--- src/pmc_pkg.sv ---
package pmc_pkg;
  typedef enum logic [1:0] {
    MODE_RUN,
    MODE_SLEEP,
    MODE_DEEP,
    MODE_RETAIN
  } mode_t;

  localparam int unsigned FLASH_BANKS = 2;
  localparam int unsigned SRAM_BANKS = 2;
  localparam int unsigned REG_COUNT = 4;
  localparam int unsigned FLASH_GOOD_NS = 2000;
  localparam int unsigned CLK_PERIOD_NS = 50;
  localparam int unsigned FLASH_GOOD_CYC = (FLASH_GOOD_NS + CLK_PERIOD_NS - 1) / CLK_PERIOD_NS;
  localparam logic [1:0] FLASH_SEL_RESET = 2'h3;
  localparam logic [1:0] SRAM_KEEP_RESET = 2'h3;
endpackage

--- src/pmc_flash_if.sv ---
`timescale 1ns/1ns
`default_nettype none
interface pmc_flash_if;
  logic request;
  logic [pmc_pkg::FLASH_BANKS-1:0] bank_sel;
  logic good;
  logic [pmc_pkg::FLASH_BANKS-1:0] bank_pwr;
  modport ctrl (output request, output bank_sel, input good, input bank_pwr);
  modport seq (input request, input bank_sel, output good, output bank_pwr);
endinterface
`default_nettype wire

--- src/pmc_flash_seq.sv ---
`timescale 1ns/1ns
`default_nettype none
module pmc_flash_seq #(
  parameter int unsigned GOOD_CYC = pmc_pkg::FLASH_GOOD_CYC
) (
  input wire logic i_clk,
  input wire logic i_reset,
  input wire logic i_flash_ready,
  pmc_flash_if.seq fl
);
  logic [15:0] cnt_q;
  logic [pmc_pkg::FLASH_BANKS-1:0] pwr_q;

  // Only selected banks power up
  always_ff @(posedge i_clk or posedge i_reset) begin
    if (i_reset) begin
      pwr_q <= '0;
    end else if (fl.request) begin
      pwr_q <= fl.bank_sel;
    end else begin
      pwr_q <= '0;
    end
  end

  always_ff @(posedge i_clk or posedge i_reset) begin
    if (i_reset) begin
      cnt_q <= 16'h0000;
    end else if (!fl.request) begin
      cnt_q <= 16'h0000;
    end else if (cnt_q < 16'(GOOD_CYC)) begin
      cnt_q <= cnt_q + 16'h0001;
    end
  end

  // Good only after settle time and the flash itself reports ready
  assign fl.good = fl.request && (cnt_q >= 16'(GOOD_CYC)) && i_flash_ready;
  assign fl.bank_pwr = pwr_q;
endmodule
`default_nettype wire

--- src/power_mode_controller.sv ---
// Summary of operation
// - Four modes selectable by software: run, sleep, deep sleep, retention.
// - Run keeps all domains powered, oscillators running, processor clocked.
// - Sleep equals run but processor clock is gated.
// - Interrupt in sleep ungates clock and returns to run.
// - Deep sleep is sleep plus flash powered down.
// - Interrupt in deep sleep powers flash first, then resumes run.
// - SRAM banks and fast clock on except retention; there banks programmable.
// - Retention mode powers only retention registers and kept SRAM banks; contents preserved.
// - Retention: fast oscillators off, slow oscillator clocks gated processor.
// - Interrupt in retention powers flash and digital logic, then resumes.
// - Processor stalls after wake until flash is fully powered.
// - Flash banks powered on wake follow software bank settings.
// - Internal linear regulators follow current mode automatically.
// - After reset linear pre-regulator selected, switcher off until enabled.
// - Supplies tied at 1 V force 1 V mode, pre-regulator disabled.
// - Debugger attached with its enable pin up inhibits retention-mode entry.
`timescale 1ns/1ns
`default_nettype none
module power_mode_controller #(
  parameter int unsigned GOOD_CYC = pmc_pkg::FLASH_GOOD_CYC
) (
  input wire logic i_clk,
  input wire logic i_reset,
  input wire logic [1:0] i_mode_sel,
  input wire logic i_mode_wr,
  input wire logic [pmc_pkg::SRAM_BANKS-1:0] i_sram_keep,
  input wire logic [pmc_pkg::FLASH_BANKS-1:0] i_flash_sel,
  input wire logic i_flash_sel_wr,
  input wire logic i_switcher_en,
  input wire logic i_switcher_wr,
  input wire logic i_wfi,
  input wire logic i_irq,
  input wire logic i_flash_ready,
  input wire logic i_low_volt_detect,
  input wire logic i_debug_enable_pin,
  input wire logic i_debug_attached,
  output logic [1:0] o_mode,
  output logic o_cpu_clk_en,
  output logic o_cpu_stall,
  output logic o_slow_clk_sel,
  output logic o_fast_osc_en,
  output logic o_digital_pwr,
  output logic [pmc_pkg::FLASH_BANKS-1:0] o_flash_pwr,
  output logic [pmc_pkg::SRAM_BANKS-1:0] o_sram_pwr,
  output logic o_retention_pwr,
  output logic o_prereg_en,
  output logic o_switcher_en,
  output logic o_one_volt_mode,
  output logic [pmc_pkg::REG_COUNT-1:0] o_ldo_en
);
  typedef enum logic [2:0] {
    ST_RUN,
    ST_SLEEP,
    ST_DEEP,
    ST_RETAIN,
    ST_WAKE
  } state_t;

  state_t state_q;
  pmc_pkg::mode_t req_q;
  logic [pmc_pkg::FLASH_BANKS-1:0] fsel_q;
  logic [pmc_pkg::SRAM_BANKS-1:0] keep_q;
  logic sw_q;
  logic lv_q;
  logic dbg_ok;
  logic flash_req;
  pmc_flash_if fl ();

  pmc_flash_seq #(.GOOD_CYC(GOOD_CYC)) u_seq (
    .i_clk(i_clk),
    .i_reset(i_reset),
    .i_flash_ready(i_flash_ready),
    .fl(fl)
  );

  // Debug only counts when its enable pin is up
  assign dbg_ok = i_debug_attached && i_debug_enable_pin;

  always_ff @(posedge i_clk or posedge i_reset) begin
    if (i_reset) begin
      req_q <= pmc_pkg::MODE_RUN;
    end else if (i_mode_wr) begin
      req_q <= pmc_pkg::mode_t'(i_mode_sel);
    end
  end

  always_ff @(posedge i_clk or posedge i_reset) begin
    if (i_reset) begin
      fsel_q <= pmc_pkg::FLASH_SEL_RESET;
      keep_q <= pmc_pkg::SRAM_KEEP_RESET;
    end else begin
      if (i_flash_sel_wr) begin
        fsel_q <= i_flash_sel;
      end
      if (i_mode_wr) begin
        keep_q <= i_sram_keep;
      end
    end
  end

  // Switcher off from reset until software asks
  always_ff @(posedge i_clk or posedge i_reset) begin
    if (i_reset) begin
      sw_q <= 1'b0;
    end else if (i_switcher_wr) begin
      sw_q <= i_switcher_en;
    end
  end

  // Rail level treated as a static strap, sampled each cycle
  always_ff @(posedge i_clk or posedge i_reset) begin
    if (i_reset) begin
      lv_q <= 1'b0;
    end else begin
      lv_q <= i_low_volt_detect;
    end
  end

  // Only a wait-for-interrupt moves out of run; no self-initiated sleep
  always_ff @(posedge i_clk or posedge i_reset) begin
    if (i_reset) begin
      state_q <= ST_RUN;
    end else begin
      unique case (state_q)
        ST_RUN: begin
          if (i_wfi && !i_irq) begin
            unique case (req_q)
              pmc_pkg::MODE_SLEEP: state_q <= ST_SLEEP;
              pmc_pkg::MODE_DEEP: state_q <= ST_DEEP;
              pmc_pkg::MODE_RETAIN: begin
                // Debugger keeps clocks alive, fall back to deep sleep
                state_q <= dbg_ok ? ST_DEEP : ST_RETAIN;
              end
              pmc_pkg::MODE_RUN: state_q <= ST_RUN;
            endcase
          end
        end
        ST_SLEEP: begin
          if (i_irq) begin
            state_q <= ST_RUN;
          end
        end
        ST_DEEP, ST_RETAIN: begin
          if (i_irq) begin
            state_q <= ST_WAKE;
          end
        end
        ST_WAKE: begin
          if (fl.good) begin
            state_q <= ST_RUN;
          end
        end
      endcase
    end
  end

  assign flash_req = (state_q == ST_RUN) || (state_q == ST_SLEEP) || (state_q == ST_WAKE);
  assign fl.request = flash_req;
  assign fl.bank_sel = (state_q == ST_WAKE) ? fsel_q : {pmc_pkg::FLASH_BANKS{1'b1}};

  // Outputs registered from state
  always_ff @(posedge i_clk or posedge i_reset) begin
    if (i_reset) begin
      o_mode <= 2'h0;
      o_cpu_clk_en <= 1'b1;
      o_cpu_stall <= 1'b0;
      o_slow_clk_sel <= 1'b0;
      o_fast_osc_en <= 1'b1;
      o_digital_pwr <= 1'b1;
      o_sram_pwr <= {pmc_pkg::SRAM_BANKS{1'b1}};
      o_retention_pwr <= 1'b1;
      o_ldo_en <= {pmc_pkg::REG_COUNT{1'b1}};
    end else begin
      o_cpu_clk_en <= (state_q == ST_RUN);
      o_cpu_stall <= (state_q == ST_WAKE);
      o_slow_clk_sel <= (state_q == ST_RETAIN);
      o_fast_osc_en <= (state_q != ST_RETAIN);
      o_digital_pwr <= (state_q != ST_RETAIN);
      o_sram_pwr <= (state_q == ST_RETAIN) ? keep_q : {pmc_pkg::SRAM_BANKS{1'b1}};
      o_retention_pwr <= 1'b1;
      // LDO 0 digital, 1 flash, 2 fast osc, 3 analog
      o_ldo_en <= {state_q != ST_RETAIN, state_q != ST_RETAIN, flash_req,
                   state_q != ST_RETAIN};
      unique case (state_q)
        ST_SLEEP: o_mode <= 2'(pmc_pkg::MODE_SLEEP);
        ST_DEEP: o_mode <= 2'(pmc_pkg::MODE_DEEP);
        ST_RETAIN: o_mode <= 2'(pmc_pkg::MODE_RETAIN);
        default: o_mode <= 2'(pmc_pkg::MODE_RUN);
      endcase
    end
  end

  assign o_flash_pwr = fl.bank_pwr;
  assign o_prereg_en = !lv_q;
  assign o_switcher_en = sw_q && !lv_q;
  assign o_one_volt_mode = lv_q;
endmodule
`default_nettype wire

--- config.mk ---
export PLATFORM = sky130hd
export DESIGN_NAME = power_mode_controller
export DESIGN_NICKNAME = d
export VERILOG_FILES = /design/src/pmc_pkg.sv /design/src/pmc_flash_if.sv /design/src/pmc_flash_seq.sv /design/src/power_mode_controller.sv
export SDC_FILE = /design/constraint.sdc
export NUM_CORES = 1
export LEC_CHECK = 0
export BUFFER_PORTS_ARGS = -buffer_cell sky130_fd_sc_hd__buf_4
export CAP_MARGIN = 10
export CORE_MARGIN = 3
export CORE_UTILIZATION = 25
export CTS_CLUSTER_DIAMETER = 150
export DETAILED_ROUTE_END_ITERATION = 10
export HOLD_SLACK_MARGIN = 0.08
export PLACE_DENSITY = 0.52
export SLEW_MARGIN = 20
export SYNTH_ARGS = -nofsm -noshare
export SYNTH_HDL_FRONTEND = slang
export SYNTH_SLANG_ARGS = --single-unit
--- constraint.sdc ---
create_clock -name i_clk -period 1.35 [get_ports i_clk]
set_input_delay 0.27 -clock i_clk [delete_from_list [all_inputs] [get_ports i_clk]]
set_output_delay 0.27 -clock i_clk [all_outputs]
set_load 0.005 [all_outputs]
==> results.txt <==
- Number of clock sinks: 38
- DRC marker count from the first detailed-route iteration: 20
- Post-DP HPWL: 2.12 mm
- At the end of routability-driven placement, the weighted congestion stood at 0.694.
- Maximum capacitance violations: 0
* Mean area per synthesized cell: 12.6 um^2
- For the final database, setup skew stands at 0.00575 ns.
- STA classifies the critical path startpoint as a flip-flop.
- Critical path fanouts, max: 6
- Measured on the finished design, the core utilization comes to 0.357.
- Counting the fill cells in the layout gives 558.
- Tracing the worst setup path back leads to its startpoint at u_seq.cnt_q[10].
- Layout cells sized above 1: 0.467
* Number of nets produced by synthesis: 141
- The die is 84.2 um wide.
* Cell class contributing the biggest share of worst-path delay: simple AND/OR/NAND/NOR gates
- Counting every instance in the synthesized netlist gives 121.
- In this run the standard cell core region covers 0.00571 mm^2.
- Slowest library cell on the worst path: sky130_fd_sc_hd__dfrtp_1
- Hold/Removal Path Class: input port to flip-flop
* Cell leakage power: 0.000969 uW
* Data arrival time of the critical path: 1.71 ns
- Die area: 0.00709 mm^2
* CP Class: flip-flop to flip-flop
* Post-route DRC: 0
- WL final: 2.89 mm
- The share of the Yosys chip area taken by registers is 0.629.
- Clock-pin slew was measured on the worst setup and hold paths at 0.07 ns.
- Critical Path RT: 1.56 ns
- After global routing the overflow that remains totals 0.
- In this run the core area contains 27 standard-cell rows.
- Largest buffer count on any clock path: 2
- Outcome: complete, but fails checks
- Most frequently used flop master after synthesis: sky130_fd_sc_hd__dfrtp_1
* Height of the chip: 84.2 um
- Final worst-path cycle share: 1.11
* Maximum level of the CTS H-tree: 2
- Number of cells on the critical path: 4
- The via count of the first global-routing pass came to 1032.
* Count of yosys warnings during synthesis: 0
- Entering global routing, the biggest net connects 39 pins.
* Capture point of the worst reg-to-reg path: u_seq.cnt_q[4]
- The repair_antennas step left the layout with diodes totalling 0.
* Violated checks: negative setup slack
* Unique masters post-synth: 31
- Worst Setup End Kind: flip-flop
- Max Freq: 0.667 GHz
* Initial standard-cell utilization of the core: 0.268
- The number of antenna violations at the first check in global routing is 0.
- Final hold vios: 0
- Total power for the finished layout comes to 3140 uW.
- Global-route wire length before repair: 4.92 mm
- Worst reg2reg path depth: 4
- The library cell used most frequently in the layout, excluding fill and tap cells, is sky130_fd_sc_hd__buf_4.
- On the worst path, the slowest cell contributes a delay of 0.41 ns.
- Number of register bits inferred by synthesis: 38
* Setup repair after global routing missed its margin: true
- For this run, asynchronously set or reset flops after synthesis account for 1.00.
* Crit path setup slack, layout: -0.149 ns
* Buffering stage count on the worst path with inverters included: 0
- In this run, synthesis inferred 0 flip-flops with an integrated enable.
- Across all layers, the routed design uses 999 vias.
- Number of CTS-inserted buffers: 5
- Count of pins over their slew limit: 0
* Most frequent cells in the layout: 41 x sky130_fd_sc_hd__buf_4, 29 x sky130_fd_sc_hd__dfrtp_1, 10 x sky130_fd_sc_hd__and2_1
- Using the TritonRoute via totals, the vias-per-cell ratio works out to 4.22.
* Count of antenna-violating nets left after detailed routing: 0
- The first detailed-routing pass took 4 iterations.
- At the end of the flow, the number of nets in the layout was 184.
- IR analysis of the VDD net gives a maximum drop of 0.616 mV.
* WL per Instance: 12.2 um
- From synthesis to final layout, the design area changed by 33.2%.
* Ordered list of cells on the worst path: nor4_4, nand4_4, or3_4, a21oi_2
- GRT Overall Usage: 0.0880
* Cell chosen for the clock root: sky130_fd_sc_hd__clkbuf_8
* Worst skew pair latency: 0.28 ns
- Crit path capture: u_seq.cnt_q[4]
- Final setup violation count: 6
- In this run the register-to-register setup slack is -0.15 ns.
* PortBufs: 35
- The mapped netlist covers 0.00153 mm^2.
* Top Ports: 37
* Pwr dens: 1540 mW/mm^2
- The startpoint identified for the worst register-to-register timing path is u_seq.cnt_q[10].
* CTS tree: yes
- Counting I/O delays and the setup requirement, the final critical path takes 1.50 ns.
## routing by layer
layer | part of all wire | GRT usage | up-vias | routed length (um)
met5 | 0 | 0 | - | 0
met4 | 0.021 | 0.0424 | 0 | 60
met3 | 0.072 | 0.0383 | 6 | 209
met2 | 0.49 | 0.139 | 39 | 1430
met1 | 0.41 | 0.102 | 479 | 1200
li1 | - | - | 475 | -
## cell type report
class | count | area [um^2] | share of cell area
Tap cell | 72 | 90.1 | 0.0442
Clock buffer | 6 | 82.6 | 0.0405
Multi-Input combinational cell | 67 | 512 | 0.251
Timing Repair Buffer | 44 | 348 | 0.171
Sequential cell | 38 | 962 | 0.472
Clock inverter | 2 | 12.5 | 0.00614
Inverter | 8 | 30.0 | 0.0147
## registers in the layout, summed over array words and instances (netlist names)
register           flops
o_ldo_en               2
sw_q                   1
state_q                3
o_cpu_clk_en           1
o_cpu_stall            1
keep_q                 2
o_slow_clk_sel         1
o_sram_pwr             2
u_seq.cnt_q           16
u_seq.fl.bank_pwr      2
req_q                  2
fsel_q                 2
o_one_volt_mode        1
o_mode                 2
## through the flow
stage / worst slack [ns] / TNS, ns / instance area (um^2) / instances / hold slack (ns)
4_1_cts: -0.146 / -0.559 / 2030 / 237 / 0.202
6_report: -0.149 / -0.453 / 2040 / 237 / 0.217
5_1_grt: -0.203 / -0.846 / 2040 / 237 / 0.205
3_3_place_gp: -0.0344 / -0.0612 / 1900 / 227 / 0.342
3_5_place_dp: -0.157 / -0.405 / 1900 / 227 / 0.346
2_1_floorplan: -0.0514 / -0.120 / 1530 / 121 / 0.301
## worst min path at each step
stage / endpoint / cells after the start / startpoint / slack [ns]
2_1_floorplan: o_one_volt_mode / 0 / i_low_volt_detect / 0.30
3_3_place_gp: sw_q / 3 / i_reset / 0.34
3_5_place_dp: o_one_volt_mode / 3 / i_reset / 0.35
4_1_cts: fsel_q[0] / 2 / i_flash_sel[0] / 0.20
5_1_grt: fsel_q[0] / 2 / i_flash_sel[0] / 0.21
6_report: fsel_q[0] / 2 / i_flash_sel[0] / 0.22
## synthesized netlist by cell type (all sizes together) (2+ instances only)
| master | count | area share |
|---|---|---|
| nor2 | 5 | 0.012 |
| nor4 | 2 | 0.028 |
| o21ai | 7 | 0.023 |
| clkbuf | 3 | 0.0074 |
| dfrtp | 29 | 0.47 |
| or3 | 3 | 0.012 |
| nand2b | 2 | 0.0082 |
| buf | 5 | 0.025 |
| nand2 | 4 | 0.0098 |
| dfstp | 9 | 0.15 |
| mux2 | 7 | 0.052 |
| a21oi | 5 | 0.016 |
| nand4 | 2 | 0.018 |
| ha | 2 | 0.016 |
| inv | 8 | 0.020 |
| or2 | 2 | 0.0082 |
| nand3 | 2 | 0.0065 |
| nor2b | 3 | 0.012 |
| and2 | 11 | 0.046 |
| a22o | 2 | 0.011 |
## worst reg2reg max path, cell delays in order (launching register included)
cell and delay, ns:
sky130_fd_sc_hd__dfrtp_1 0.41, sky130_fd_sc_hd__nor4_4 0.33, sky130_fd_sc_hd__nand4_4 0.17, sky130_fd_sc_hd__or3_4 0.37, sky130_fd_sc_hd__a21oi_2 0.15
## logic make-up (layout without fill, tap and decap cells)
| family | after synthesis | in the layout | synth area share |
|---|---|---|---|
| flops | 38 | 38 | 0.629 |
| mux | 8 | 8 | 0.0581 |
| xor+xnor | 1 | 1 | 0.00573 |
| other cells | 1 | 1 | 0.00245 |
| buf+inv | 16 | 60 | 0.0516 |
| compound gates | 17 | 17 | 0.0671 |
| simple gates | 38 | 38 | 0.169 |
| fa+ha+maj | 2 | 2 | 0.0164 |
## where the power goes
part / total, uW / internal (uW) / switching [uW]
logic: 798 / 434 / 364
registers: 1550 / 1390 / 161
clock network: 795 / 410 / 385
## what timing repair did
action | CTS | global route
gates cloned | 0 | 0
pin swaps | 2 | 4
gates resized for setup | 5 | 3
endpoints found under the hold margin | 30 | 0
endpoints found under the setup margin | 6 | 7
hold buffers | 2 | 0
buffers inserted | 0 | 0
No activity file was read; power rests on OpenSTA's default activity.
